<file path="src/rtl/kgp_pkg.sv">
// constants for the key-sense general purpose port: register indices, fields, reset values
// assumes a 32-bit classic wishbone bus whose byte address is four times the register index
package kgp_pkg;

    localparam int unsigned PIN_COUNT = 8;
    localparam int unsigned BUF_PIN_COUNT = 4;
    localparam int unsigned BUF_PIN_LOW = 4;
    localparam int unsigned SYNC_STAGES = 2;

    // printed offsets are register indices; the byte address is four times the index
    localparam logic [29:0] IDX_OUTPUT_LATCH = 30'h0000ffaa;
    localparam logic [29:0] IDX_PIN_DIRECTION = 30'h0000ffab;
    localparam logic [29:0] IDX_PIN_LEVEL = 30'h0000ffab;
    localparam logic [29:0] IDX_STANDBY_CONTROL = 30'h0000ffac;

    localparam logic [7:0] RST_OUTPUT_LATCH = 8'h00;
    localparam logic [7:0] RST_PIN_DIRECTION = 8'h00;
    localparam logic [7:0] RST_PULLUP = 8'h00;
    localparam logic RST_BUS_BUFFER_SELECT = 1'b0;

    // standby control register fields
    localparam int unsigned BIT_BUS_BUFFER_SELECT = 0;
    localparam int unsigned BIT_SW_STANDBY_SEEN = 4;
    localparam int unsigned BIT_HW_STANDBY_SEEN = 5;

    localparam logic [31:0] READ_UNMAPPED = 32'h00000000;

endpackage

</file>
<file path="src/rtl/kgp_sync.sv">
// two flip-flop synchroniser for levels arriving from outside the clk_sys domain
// assumes each bit is an independent level; no bus coherence across bits
`timescale 1ns/1ps

module kgp_sync #(
    parameter int unsigned WIDTH = 8
) (
    input wire logic clk_sys,
    input wire logic reset,
    input wire logic [WIDTH-1:0] async_in,
    output logic [WIDTH-1:0] sync_out
);

    logic [WIDTH-1:0] meta_reg;
    logic [WIDTH-1:0] sync_reg;

    // the first stage feeds only the second stage
    always_ff @(posedge clk_sys or posedge reset) begin
        if (reset) begin
            meta_reg <= '0;
            sync_reg <= '0;
        end else begin
            meta_reg <= async_in;
            sync_reg <= meta_reg;
        end
    end

    assign sync_out = sync_reg;

endmodule

</file>
<file path="src/rtl/kgp_port.sv">
// eight-pin bidirectional port with key-sense inputs and bus buffer capable upper pins
// assumes a classic wishbone master on clk_sys and external pad logic resolving enables
`timescale 1ns/1ps

// Function
// - eight bidirectional pins, each also feeding a key-sense input.
// - pin functions and selection are the same in every chip mode.
// - upper four pins can act as bus buffers for the serial bus.
// - direction register is write-only, eight bits, at its index, resets zero.
// - output latch is read/write, eight bits, at its index, resets zero.
// - pin level register is read-only at its index, follows the pins.
// - direction and pin level share an index: writes direction, reads levels.
// - direction bit one makes the pin an output, zero an input.
// - direction bits clear on reset and on hardware standby.
// - software standby keeps direction bits, outputs keep driving.
// - output latch holds one data bit for each of eight pins.
// - output latch is writable and readable whatever the direction bits.
// - output latch clears on reset and hardware standby, kept in software standby.
// - pin level reads always return current pin levels, regardless of direction.
// - pull-up on only while latch bit is one and direction bit zero.
// - all pull-ups off on reset and in hardware standby.
// - upper four pins driven as bus buffers while bus buffer select is set.
module kgp_port (
    input wire logic clk_sys,
    input wire logic reset,
    input wire logic wb_cyc,
    input wire logic wb_stb,
    input wire logic wb_we,
    input wire logic [31:0] wb_adr,
    input wire logic [3:0] wb_sel,
    input wire logic [31:0] wb_dat_w,
    output logic [31:0] wb_dat_r,
    output logic wb_ack,
    input wire logic hw_standby,
    input wire logic sw_standby,
    input wire logic [7:0] pin_in,
    output logic [7:0] pin_out,
    output logic [7:0] pin_oe_n,
    output logic [7:0] pullup_en,
    output logic [7:0] key_sense_input,
    output logic [3:0] bus_buffer_en
);

    ////////////////////////////////////////////////////////////////////////////////
    // decode helpers

    function automatic logic idx_hit(input logic [31:0] adr, input logic [29:0] idx);
        idx_hit = (adr[31:2] == idx);
    endfunction

    ////////////////////////////////////////////////////////////////////////////////
    // input synchronisers
    // standby levels come from the pad ring like the pins, so they pass two flops too

    logic [7:0] pin_sync;
    logic [1:0] stby_sync;
    logic hw_stby_s;
    logic sw_stby_s;

    kgp_sync #(
        .WIDTH(kgp_pkg::PIN_COUNT)
    ) u_pin_sync (
        .clk_sys(clk_sys),
        .reset(reset),
        .async_in(pin_in),
        .sync_out(pin_sync)
    );

    kgp_sync #(
        .WIDTH(2)
    ) u_stby_sync (
        .clk_sys(clk_sys),
        .reset(reset),
        .async_in({hw_standby, sw_standby}),
        .sync_out(stby_sync)
    );

    assign hw_stby_s = stby_sync[1];
    assign sw_stby_s = stby_sync[0];

    ////////////////////////////////////////////////////////////////////////////////
    // bus slave: one wait state, ack for exactly one cycle

    logic ack_reg;
    logic [31:0] rdata_reg;
    logic req_fire;
    logic wr_fire;
    logic rd_fire;
    logic wr_latch;
    logic wr_dir;
    logic wr_ctrl;

    // a read is sampled at the taking edge and its data stands in the ack cycle
    assign req_fire = wb_cyc && wb_stb && !ack_reg;
    // writes land at the ack edge, so a master that drops cyc before the answer leaves no trace
    assign wr_fire = wb_cyc && wb_stb && ack_reg && wb_we && wb_sel[0];
    assign rd_fire = req_fire && !wb_we;
    assign wr_latch = wr_fire && idx_hit(wb_adr, kgp_pkg::IDX_OUTPUT_LATCH);
    assign wr_dir = wr_fire && idx_hit(wb_adr, kgp_pkg::IDX_PIN_DIRECTION);
    assign wr_ctrl = wr_fire && idx_hit(wb_adr, kgp_pkg::IDX_STANDBY_CONTROL);

    always_ff @(posedge clk_sys or posedge reset) begin
        if (reset) begin
            ack_reg <= 1'b0;
        end else begin
            ack_reg <= req_fire;
        end
    end

    ////////////////////////////////////////////////////////////////////////////////
    // registers and their next values

    logic [7:0] output_latch_reg;
    logic [7:0] output_latch_next;
    logic [7:0] pin_direction_reg;
    logic [7:0] pin_direction_next;
    logic bus_buffer_select_reg;
    logic bus_buffer_select_next;

    // hardware standby clears like reset; software standby has no effect on state
    // a standby clear wins over a write that falls in the same cycle
    always_comb begin
        output_latch_next = output_latch_reg;
        if (hw_stby_s) begin
            output_latch_next = kgp_pkg::RST_OUTPUT_LATCH;
        end else if (wr_latch) begin
            output_latch_next = wb_dat_w[7:0];
        end
    end

    always_comb begin
        pin_direction_next = pin_direction_reg;
        if (hw_stby_s) begin
            pin_direction_next = kgp_pkg::RST_PIN_DIRECTION;
        end else if (wr_dir) begin
            pin_direction_next = wb_dat_w[7:0];
        end
    end

    always_comb begin
        bus_buffer_select_next = bus_buffer_select_reg;
        if (hw_stby_s) begin
            bus_buffer_select_next = kgp_pkg::RST_BUS_BUFFER_SELECT;
        end else if (wr_ctrl) begin
            bus_buffer_select_next = wb_dat_w[kgp_pkg::BIT_BUS_BUFFER_SELECT];
        end
    end

    always_ff @(posedge clk_sys or posedge reset) begin
        if (reset) begin
            output_latch_reg <= kgp_pkg::RST_OUTPUT_LATCH;
        end else begin
            output_latch_reg <= output_latch_next;
        end
    end

    always_ff @(posedge clk_sys or posedge reset) begin
        if (reset) begin
            pin_direction_reg <= kgp_pkg::RST_PIN_DIRECTION;
        end else begin
            pin_direction_reg <= pin_direction_next;
        end
    end

    always_ff @(posedge clk_sys or posedge reset) begin
        if (reset) begin
            bus_buffer_select_reg <= kgp_pkg::RST_BUS_BUFFER_SELECT;
        end else begin
            bus_buffer_select_reg <= bus_buffer_select_next;
        end
    end

    ////////////////////////////////////////////////////////////////////////////////
    // read mux: the shared index returns pin levels, never the direction bits

    // unmapped indices read zero, so software can probe the map without side effects
    logic [31:0] rdata_next;

    always_comb begin
        rdata_next = kgp_pkg::READ_UNMAPPED;
        if (idx_hit(wb_adr, kgp_pkg::IDX_OUTPUT_LATCH)) begin
            rdata_next = {24'h000000, output_latch_reg};
        end else if (idx_hit(wb_adr, kgp_pkg::IDX_PIN_LEVEL)) begin
            rdata_next = {24'h000000, pin_sync};
        end else if (idx_hit(wb_adr, kgp_pkg::IDX_STANDBY_CONTROL)) begin
            rdata_next[kgp_pkg::BIT_BUS_BUFFER_SELECT] = bus_buffer_select_reg;
            rdata_next[kgp_pkg::BIT_SW_STANDBY_SEEN] = sw_stby_s;
            rdata_next[kgp_pkg::BIT_HW_STANDBY_SEEN] = hw_stby_s;
        end
    end

    always_ff @(posedge clk_sys or posedge reset) begin
        if (reset) begin
            rdata_reg <= kgp_pkg::READ_UNMAPPED;
        end else if (rd_fire) begin
            rdata_reg <= rdata_next;
        end else begin
            rdata_reg <= kgp_pkg::READ_UNMAPPED;
        end
    end

    ////////////////////////////////////////////////////////////////////////////////
    // pin drive, pull-ups and key sense; no mode input exists, so no remapping
    // bus buffer mode only raises its enables; the pad ring chooses the buffer over pin_out

    logic [7:0] pin_out_reg;
    logic [7:0] pin_oe_n_reg;
    logic [7:0] pullup_reg;
    logic [7:0] key_sense_reg;
    logic [3:0] bus_buffer_reg;

    // driven from the next values so the pads agree with the registers every cycle
    always_ff @(posedge clk_sys or posedge reset) begin
        if (reset) begin
            pin_out_reg <= kgp_pkg::RST_OUTPUT_LATCH;
            pin_oe_n_reg <= ~kgp_pkg::RST_PIN_DIRECTION;
        end else begin
            pin_out_reg <= output_latch_next;
            pin_oe_n_reg <= ~pin_direction_next;
        end
    end

    always_ff @(posedge clk_sys or posedge reset) begin
        if (reset) begin
            pullup_reg <= kgp_pkg::RST_PULLUP;
        end else if (hw_stby_s) begin
            pullup_reg <= kgp_pkg::RST_PULLUP;
        end else begin
            pullup_reg <= output_latch_next & ~pin_direction_next;
        end
    end

    // key sense sees the pin in either direction, like the level register
    always_ff @(posedge clk_sys or posedge reset) begin
        if (reset) begin
            key_sense_reg <= 8'h00;
        end else begin
            key_sense_reg <= pin_sync;
        end
    end

    // one flop per buffer pin keeps each enable next to its own pad
    generate
        for (genvar g = 0; g < kgp_pkg::BUF_PIN_COUNT; g++) begin : g_bus_buffer
            always_ff @(posedge clk_sys or posedge reset) begin
                if (reset) begin
                    bus_buffer_reg[g] <= kgp_pkg::RST_BUS_BUFFER_SELECT;
                end else begin
                    bus_buffer_reg[g] <= bus_buffer_select_next;
                end
            end
        end
    endgenerate

    assign pin_out = pin_out_reg;
    assign pin_oe_n = pin_oe_n_reg;
    assign pullup_en = pullup_reg;
    assign key_sense_input = key_sense_reg;
    assign bus_buffer_en = bus_buffer_reg;
    assign wb_ack = ack_reg;
    assign wb_dat_r = rdata_reg;
endmodule

</file>
<file path="config.mk">
export PLATFORM = sky130hd
export DESIGN_NAME = kgp_port
export DESIGN_NICKNAME = d
export VERILOG_FILES = /design/src/rtl/kgp_pkg.sv /design/src/rtl/kgp_sync.sv /design/src/rtl/kgp_port.sv
export SDC_FILE = /design/constraint.sdc
export NUM_CORES = 1
export LEC_CHECK = 0
export BUFFER_PORTS_ARGS = -buffer_cell sky130_fd_sc_hd__buf_4
export CORE_ASPECT_RATIO = 1.5
export CORE_UTILIZATION = 31
export DETAILED_ROUTE_END_ITERATION = 12
export PLACE_DENSITY_LB_ADDON = 0.15
export SLEW_MARGIN = 30
export SYNTH_ARGS = -nofsm -noshare
export SYNTH_HDL_FRONTEND = slang
export SYNTH_SLANG_ARGS = --single-unit
</file>
<file path="constraint.sdc">
create_clock -name clk_sys -period 2.68 [get_ports clk_sys]
set_input_delay 0.402 -clock clk_sys [delete_from_list [all_inputs] [get_ports clk_sys]]
set_output_delay 0.402 -clock clk_sys [all_outputs]
set_load 0.01 [all_outputs]
</file>
* Word level (Yosys, flattened, before mapping) *
Index checks and enable logic that the tools add are counted.
Widths: inputs -> output; s select.

cells by class
  bitwise operators = 2
  mux-type cells = 15
  reductions and logical operators = 12
  equal/unequal tests = 3

operators with widths
  kind                  count
  $eq 30x16->1 const B  3
  $mux 8                6
  $mux 32               1
  $logic_and 1x1->1     9
  $and 8x8->8           1
  $not 8->8             1
  $mux 2                3
  $mux 1                4
  $mux 3                1
  $logic_not 1->1       2
  $reduce_bool 2->1     1

storage, ports and cells
  input bits = 83
  logic and storage cells = 44
  flip-flop bits (word level) = 94

* Longest topological paths before layout *
Gate-level depths: netlist of the first run.

  depth after elaboration = 10
  depth in mapped cells = 7

* Hierarchy *
Synthesis of the first run repeated with hierarchy kept, for this count alone.

second synthesis, totals
  cell total of the unflattened synthesis = 240
  area total of the unflattened synthesis = 2881.5 µm²

by module, submodules not included
  module                  times used  sequential area each (µm²)  cells an instance  area an instance (µm²)
  kgp_port                1           1261.2                      218                2373.5
  kgp_sync (u_pin_sync)   1           400.4                       17                 404.1
  kgp_sync (u_stby_sync)  1           100.1                       5                  103.8

* Worst setup path after synthesis of the first run *
No wires, ideal clock.

  path type = input -> register
  from = in wb_adr[20]
  to = reg pullup_reg[0], in the netlist pullup_en[0]
  library setup time = 0.104 ns
  setup slack = 0.447 ns
  arrival = 2.130 ns
  stages = 5
  path buffers = 0
  data required time = 2.576 ns
  cell sequence = nand4bb_1 or4_4 nor4_4 mux2i_1 o41ai_2

on the way
  longest elaborated chain between the ends = 7
  elaborated cells on any way between the ends = 11
  classes of those cells = eq/ne (2); mux (5); bitwise (2); reduce/logical (2)

RTL lines
  what                  RTL line         source
  from (decl)           kgp_port.sv:29   input wire logic [31:0] wb_adr,
  $eq 30x16->1          kgp_port.sv:48   idx_hit = (adr[31:2] == idx);
  $logic_and 1x1->1     kgp_port.sv:99   assign wr_dir = wr_fire && idx_hit(wb_adr, kgp_pkg::IDX_PIN_DIRECTION);
  $mux 8                kgp_port.sv:135  end else if (wr_dir) begin
  $mux 8                kgp_port.sv:133  if (hw_stby_s) begin
  $not 8->8             kgp_port.sv:229  pullup_reg <= output_latch_next & ~pin_direction_next;
  $and 8x8->8 *         kgp_port.sv:229
  $mux 8 *              kgp_port.sv:226  end else if (hw_stby_s) begin
  to (signal assigned)  kgp_port.sv:225  pullup_reg <= kgp_pkg::RST_PULLUP;
  to (signal assigned)  kgp_port.sv:227  pullup_reg <= kgp_pkg::RST_PULLUP;
  to (signal assigned)  kgp_port.sv:229
  to (decl)             kgp_port.sv:208  logic [7:0] pullup_reg;

Mark *: on every way between the ends. The rest lies on a longest branch, timed or not.
A chain may end at the register's enable or synchronous reset.

* Worst setup path after layout of the first run *
  from = in wb_adr[24]
  to = reg pullup_reg[5], in the netlist pullup_en[5]

The elaborated chain is that of the path after synthesis.

==> metrics, run 1 <==
CTS Sinks 70; hold buffers post-CTS 0; max_cap viols 0; WP data required 2.87 ns; Tcrit/Tclk final 74.9%; Max Fclk 498 MHz; Post-synth EDFFs 0; via count 1997; sequential fraction of the synthesis area 63.1%; slew margin rel. 48.6%; clock tree from TritonCTS yes; Die Wd 79.5 um; minimum clock period 2.01 ns; CP Class primary input to flop; DRC 0; CORE AREA 8780 sq um; Initial Util 31.8%; H-tree Lvls 3; P per Cell Area 597 nW/um^2; Final Hold Viols 0; initial antenna violation count 0; Synth-to-Final Area Change 37.7%; initial DRC count 81; Num CTS Buffers 9; postcts setup bufs 0; top cells by area, synth dfrtp_1, buf_4, dfstp_2; placed cell area 3570 sq um; remaining antenna violation count 0; GPL Wtd Cong 0.696; Final Skew 0.00597 ns; DRT Wirelength 6000 um; startpoint types primary input; Pleak 1.83 nW; Setup WS post-layout 0.672 ns; Crit. End Element flop; ys async rst share 100%; synth warn 0; leading area contributor after synthesis dfrtp_1; syn_area_per_cell 12.6 sq um; Peak VDD IR 0.315 mV; Pins Over Slew Limit 0; row count 42; maximum number of pins on one net before global-route repair 71; dpl hpwl 4180 um; share of cells above drive strength 1 43.9%; post-place setup slack 0.266 ns; vias in the first global route 1990; Hold Crit Class primary input to asynchronous set/reset pin; Synth cell types 32; Synth Cell Area 2790 sq um; Worst-Margin Slew 0.770 ns; RSZ-0062 raised after global routing no; # port buffers 98; WP data arrival 2.20 ns; Routed WL per cell 13.7 um; total gr overflow 0; fin nets 406; fin area 3850 sq um; # resized after CTS 0; first-pass GRT wire length 9580 um; Die Span Y 118 um; clk slew on worst S/H paths 0.05 ns; GRT Resource Usage Total 13.9%; Clock Latency Late Sink 0.32 ns; clock buffer depth 2; Seq cells post-synth 70; post-synth top area share 55.5%; # IOs 152; Die ar. 9400 sq um; Fin Setup TNS 0 ns; r2r setup slk 0.87 ns; n_diodes 0; outcome completed; Final setup viols 0; Post-Syn Instances 222; via density per instance 4.56; Top FF cell, synth dfrtp_1; Critical Path Fanout Max 8; Pre-antenna DRT Iters 4; Clock Root Buffer clkbuf_16
## final timing paths
path                                                     to  depth (start not counted)                              from
min                                   wb_dat_r[6]$_DFF_PP0_                          3                             reset
max in group asynchronous             pin_oe_n[4]$_DFF_PP1_                          3                             reset
max reg2reg                           pin_oe_n[7]$_DFF_PP1_                          6                  wb_ack$_DFF_PP0_
min reg2reg                u_pin_sync.sync_out[5]$_DFF_PP0_                          0  u_pin_sync.meta_reg[5]$_DFF_PP0_
max                                  pullup_en[5]$_DFF_PP0_                          7                        wb_adr[24]
min in group clk_sys       u_pin_sync.meta_reg[2]$_DFF_PP0_                          1                         pin_in[2]
## placed cells by master (no fill, tap or decap), drive strengths merged, types with 2 or more instances in the layout
cell type / instances
a22oi: 3
mux2: 3
o41ai: 7
or2: 9
clkbuf: 12
nand4: 2
clkinv: 2
nor3: 2
inv: 2
dfstp: 8
conb: 24
nor3b: 2
a21oi: 2
nand2: 6
nor2: 32
nand2b: 2
clkinvlp: 2
dfrtp: 62
nor4: 4
mux2i: 21
nand3: 10
buf: 103
## final cells by class
type	instances	area (sq um)
Sequential cell	70	1760
Clock buffer	12	246
Clock inverter	4	25.0
Tap cell	110	138
Timing Repair Buffer	103	798
Multi-Input combinational cell	137	870
Fill cell	852	4930
Inverter	2	7.51
## cells in the mapped netlist (2+ instances only)
cell type and number:
clkbuf_1 6, a22oi_1 3, o41ai_1 5, mux2i_1 21, nor3_1 2, or2_2 9
mux2_2 3, dfstp_2 8, dfrtp_1 62, nand2b_1 2, buf_4 28, nand3_1 10
nor4_1 2, inv_1 2, a21oi_1 2, nand2_1 6, nor2_1 32, nor4_4 2
nand4_1 2, nor3b_1 2, o41ai_2 2
## per-stage QoR
stage	cells	hold slack, ns	total power [mW]	utilization (%)
floorplan	245	0.331	1.19	-
finish	438	0.153	2.30	43.8
global route	438	0.161	2.41	43.8
detailed placement	422	0.335	1.26	40.7
CTS	438	0.164	2.34	43.8
global placement	422	0.332	1.26	40.7
## cell families after synthesis
kind of cell | synth area share, %
AO/OA/AOI/OAI | 4.79
flip-flops | 63.1
AND/OR/NAND/NOR | 14.4
multiplexers | 8.73
buffers and inverters | 8.91
other | 0.134
## report_power, final
group,internal (mW),switching (mW)
registers,1.08,0.0124
clock network,0.647,0.409
logic,0.0743,0.0739
## layer usage
layer	vias up	track usage, %	share of wire, %
met4	0	7.50	1.6
met3	5	4.63	8.3
li1	911	-	-
met5	-	0	0
met1	984	15.0	37
met2	97	23.3	53
## worst max-delay path, cell delays in order
cell and delay [ns]:
buf_4 0.11, nor4_1 0.34, nand4_1 0.33, nor4_4 0.34, buf_4 0.25, mux2i_1 0.12, o41ai_1 0.30
Power figures use the tool's default switching activity.
==> inputs of run 2 (changes only) <==
--- a/config.mk
+++ b/config.mk
@@ -5,6 +5,7 @@
 export SDC_FILE = /design/constraint.sdc
 export NUM_CORES = 1
 export LEC_CHECK = 0
+export ABC_AREA = 1
 export BUFFER_PORTS_ARGS = -buffer_cell sky130_fd_sc_hd__buf_4
 export CORE_ASPECT_RATIO = 1.5
 export CORE_UTILIZATION = 31
==> constraint.sdc (replaced) <==
create_clock -name clk_sys -period 1.66 [get_ports clk_sys]
set_input_delay 0.249 -clock clk_sys [delete_from_list [all_inputs] [get_ports clk_sys]]
set_output_delay 0.249 -clock clk_sys [all_outputs]
set_load 0.01 [all_outputs]
==> metrics, run 2 <==
cells on worst reg2reg path 8; Final Skew 0.00548 ns; CP Class flop to flop; Die ar. 9750 sq um; Clock Latency Late Sink 0.33 ns; GPL Wtd Cong 0.711; Critical R2R Capture pullup_en[0]$_DFF_PP0_; fin area 4020 sq um; most frequent cells in the layout buf_4, inv_1, dfrtp_1; clock tree from TritonCTS yes; CTS Sinks 70; Die Wd 81.0 um; startpoint types flop; Synth Cell Area 2900 sq um; P per Cell Area 945 nW/um^2; Max Fclk 672 MHz; Post-Syn Instances 315; WP data arrival 1.70 ns; Post-synth top cells inv_1, dfrtp_1, nand2_1; Pins Over Slew Limit 0; RSZ-0062 raised after global routing no; initial DRC count 70; DRT Wirelength 6180 um; placed cell area 3710 sq um; Pleak 2.20 nW; Seq cells post-synth 70; # resized after CTS 0; maximum number of pins on one net before global-route repair 71; Peak VDD IR 0.622 mV; clock buffer depth 2; fin nets 508; Crit. End Element flop; Num CTS Buffers 9; hold slack 0.00477 ns; Post-synth EDFFs 0; via density per instance 4.02; Synth-to-Final Area Change 38.5%; via count 2173; placed cells 521; share of cells above drive strength 1 32.3%; Routed WL per cell 11.4 um; outcome completed; top cells by area, synth dfrtp_1, inv_1, nand2_1; post-route insts no fill 540; Hold Crit Class primary input to asynchronous set/reset pin; Clock Root Buffer clkbuf_16; CORE AREA 8930 sq um; max_cap viols 0; Tcrit/Tclk final 89.6%; leading area contributor after synthesis dfrtp_1; vias in the first global route 2077; minimum clock period 1.49 ns; Final setup viols 0; total gr overflow 0; dpl hpwl 4480 um; most frequent cell after synthesis inv_1; initial antenna violation count 0; sequential fraction of the synthesis area 60.7%; Die Span Y 120 um; synth warn 0; GRT Resource Usage Total 13.4%; Total Power 3.80 mW; ys async rst share 100%; r2r setup slk 0.17 ns; R2R Path Start wb_ack$_DFF_PP0_; first-pass GRT wire length 9650 um; clk slew on worst S/H paths 0.05 ns; remaining antenna violation count 0; Final Hold Viols 0; post-synth top area share 53.5%; n_diodes 0; row count 42; Pre-antenna DRT Iters 4; # IOs 152; Top FF cell, synth dfrtp_1; Critical Path Fanout Max 12; Fin Setup TNS 0 ns; syn_area_per_cell 9.21 sq um; most common cell after layout, fill and taps aside buf_4; WP data required 1.88 ns; Synth cell types 21; Initial Util 32.5%; # port buffers 98; DRC 0; H-tree Lvls 3
## run 2: changes by cell type after synthesis, sizes merged, moves of 3 or more
cell    previous run  this run
a22oi              3         0
o41ai              7         0
nand3             10        18
nand4              2        10
nand2              6        61
nor2              32        45
a21oi              2         7
inv                2        64
mux2               3         0
mux2i             21         0
or2                9         0
nor4               4         0
clkbuf             6         1
## run 2: worst max-delay path by stage
stage                                 from                     end
final                     wb_ack$_DFF_PP0_  pullup_en[0]$_DFF_PP0_
after global routing      wb_ack$_DFF_PP0_  pullup_en[5]$_DFF_PP0_
after CTS                 wb_ack$_DFF_PP0_  pullup_en[3]$_DFF_PP0_
after detailed placement        wb_adr[30]  pullup_en[5]$_DFF_PP0_
after global placement          wb_adr[30]  pullup_en[5]$_DFF_PP0_
after floorplan           wb_ack$_DFF_PP0_  pullup_en[0]$_DFF_PP0_
## run 2: cells by family after synthesis
group | after synthesis | synth area share (%)
DFF | 70 | 60.7
other | 1 | 0.129
buffers and inverters | 98 | 16.7
and+or+nand+nor | 137 | 20.9
AOI/OAI and AO/OA | 9 | 1.55
## run 2: metal layers
metal	vias to the layer above	track usage (%)	part of all wire [%]
li1	1109	-	-
met1	980	15.0	39
met2	74	22.4	52
met3	10	3.40	5.7
met4	0	8.04	2.6
met5	-	0	0
## run 2: metrics by stage
step           utilization [%]  setup slack [ns]
3_3_place_gp              41.5            0.0179
5_1_grt                   45.0            0.0158
4_1_cts                   44.7             0.128
3_5_place_dp              41.5          -0.00535
2_1_floorplan                -             0.289
6_report                  45.0             0.173
## run 2: repair_timing
action	in CTS	in global routing
setup endpoints to repair	0	4
buffers inserted	0	2
hold buffers	0	0
## run 2: final cells by class
class,count,area [sq um]
fill,934,4920
sequential,70,1760
timing repair buffer,108,836
multi-input combinational,171,751
inverter,65,248
clock buffer,12,236
tap,110,138
clock inverter,4,47.5
## run 2: critical path, stage by stage, from the launching register on
cell	delay, ns
dfrtp_1	0.39
nand3_1	0.08
nor2_1	0.11
buf_4	0.22
nand3_2	0.20
nand2_1	0.11
nand2_1	0.05
nor2_1	0.16
nor2_1	0.06
## run 2: power breakdown
part | switching [mW] | internal [mW] | total (mW) | leakage (nW)
Clock | 0.652 | 1.16 | 1.81 | 0.137
Combinational | 0.118 | 0.112 | 0.230 | 1.18
Sequential | 0.0132 | 1.75 | 1.76 | 0.885
==> inputs of run 3 (changes only) <==
==> constraint.sdc (replaced) <==
create_clock -name clk_sys -period 1.66 [get_ports clk_sys]
set_input_delay 0.166 -clock clk_sys [delete_from_list [all_inputs] [get_ports clk_sys]]
set_output_delay 0.166 -clock clk_sys [all_outputs]
set_load 0.01 [all_outputs]
==> metrics, run 3 (synthesized netlist as in run 2, its figures left out) <==
clock buffer depth 2; Pins Over Slew Limit 0; RSZ-0062 raised after global routing no; GRT busiest layer met2; R2R Path Start wb_ack$_DFF_PP0_; first-pass GRT wire length 9760 um; switching part of the total 19.9%; Routed WL per cell 11.1 um; WP data arrival 1.68 ns; crit-path cells nand3_1, nor2_1, buf_4, nand3_4, nand2_1, nand2_1, nor2_1, nor2_1; Total Power 3.84 mW; startpoint types flop; Pre-antenna DRT Iters 4; minimum clock period 1.46 ns; Final setup viols 0; H-tree Lvls 3; Final Skew 0.00462 ns; Tcrit/Tclk final 88.2%; Crit. End Element flop; CORE AREA 8930 sq um; CP max stage delay 0.38 ns; clock tree from TritonCTS yes; fin area 4100 sq um; Critical Path Fanout Max 16; Clock Latency Late Sink 0.33 ns; Critical R2R Capture pullup_en[7]$_DFF_PP0_; via count 2203; DRT Wirelength 6050 um; GRT Resource Usage Total 13.8%; DRC 0; most frequent CP cell nor2_1; CTS Sinks 70; Seq pwr share 45.8%; Initial Util 32.5%; Synth-to-Final Area Change 41.3%; n_diodes 0; combinational power share 6.5%; Die ar. 9750 sq um; placed cell area 3700 sq um; cells on worst reg2reg path 8; Hold Path Stages 3; Max Fclk 683 MHz; maximum number of pins on one net before global-route repair 71; Clock Root Buffer clkbuf_16; # port buffers 98; post-place setup slack 0.0670 ns; via density per instance 4.03; hold path endpoint bus_buffer_en[3]$_DFFE_PP0P_; P_sw 763 uW; WP data required 1.87 ns; remaining antenna violation count 0; Clk pwr share 47.7%; vias in the first global route 2051; # IOs 152; initial DRC count 85; r2r setup slk 0.20 ns; grt met3 use 4.75%; # resized after CTS 0; hold_sp wb_dat_w[0]; Final Hold Viols 0; most common cell after layout, fill and taps aside buf_4; total gr overflow 0; CP max stage cell dfrtp_1; Num CTS Buffers 9; Peak VDD IR 0.541 mV; P per Cell Area 937 nW/um^2; most frequent cells in the layout buf_4, inv_1, dfrtp_1; dpl hpwl 4500 um; Fin Setup TNS 0 ns; Setup WS post-layout 0.196 ns; clk slew on worst S/H paths 0.05 ns; M1 GR Usage 16.1%; row count 42; internal power 3.08 mW; Pleak 2.24 nW; outcome completed; Hold Crit Class primary input to flop; fin nets 515; Die Span Y 120 um; met2 Use GR 21.7%; CP Class flop to flop; Die Wd 81.0 um; max_cap viols 0; GPL Wtd Cong 0.715; share of cells above drive strength 1 30.4%; initial antenna violation count 0
==> run 3: changes by cell type in the layout (fill, tap and decap cells not counted) <==
cell,before,now
buf_4,106,103
clkbuf_1,3,5
clkbuf_8,0,1
clkinv_2,2,0
clkinvlp_4,2,1
dlygate4sd3_1,0,11
nand3_2,2,1
==> run 3: worst max-delay path by stage <==
stage                                 from                      to  slack, ns  depth (start not counted)
after detailed placement        wb_adr[30]  pullup_en[5]$_DFF_PP0_       0.07                         11
after global placement          wb_adr[30]  pullup_en[5]$_DFF_PP0_       0.08                         11
final                     wb_ack$_DFF_PP0_  pullup_en[7]$_DFF_PP0_       0.20                          8
after CTS                 wb_ack$_DFF_PP0_  pullup_en[3]$_DFF_PP0_       0.15                          8
after floorplan           wb_ack$_DFF_PP0_  pullup_en[0]$_DFF_PP0_       0.29                          7
after global routing      wb_ack$_DFF_PP0_  pullup_en[2]$_DFF_PP0_       0.04                          8
==> run 3: routing by layer <==
layer  vias up  wire length, um
met5         -                0
met3         9              405
met1       993             2350
met2        79             3170
li1       1122                -
met4         0              127
==> run 3: stage by stage <==
stage | hold slack, ns | instances | util (%)
global placement | 0.276 | 520 | 41.4
global route | 0.0822 | 547 | 45.9
CTS | 0.0723 | 547 | 45.9
finish | 0.0912 | 547 | 45.9
detailed placement | 0.276 | 520 | 41.4
floorplan | 0.197 | 338 | -
==> run 3: timing repair <==
action	in CTS	in global routing
setup buffers	0	0
hold endpoints to repair	72	0
hold buffers	11	0
==> run 3: layout make-up <==
type,instances,area [sq um]
fillers,909,4830
flip-flops and latches,70,1760
repair buffers,116,923
multi-input cells,170,741
clock buffers,15,258
inverters,65,248
well taps,110,138
clock inverters,1,30.0
==> run 3: power by group through the flow <==
stage | registers, mW | logic (mW) | clock network, mW
2_1_floorplan | 1.79 | 0.127 | 0
3_3_place_gp | 1.79 | 0.231 | 0
3_5_place_dp | 1.79 | 0.235 | 0
4_1_cts | 1.76 | 0.256 | 1.89
5_1_grt | 1.76 | 0.281 | 1.99
6_report | 1.76 | 0.250 | 1.83
==> run 3: worst max-delay path, delay by kind of cell (launching register included) <==
family | cells | cell delay, ns
buf+inv | 1 | 0.20
flops | 1 | 0.38
simple gates | 7 | 0.77
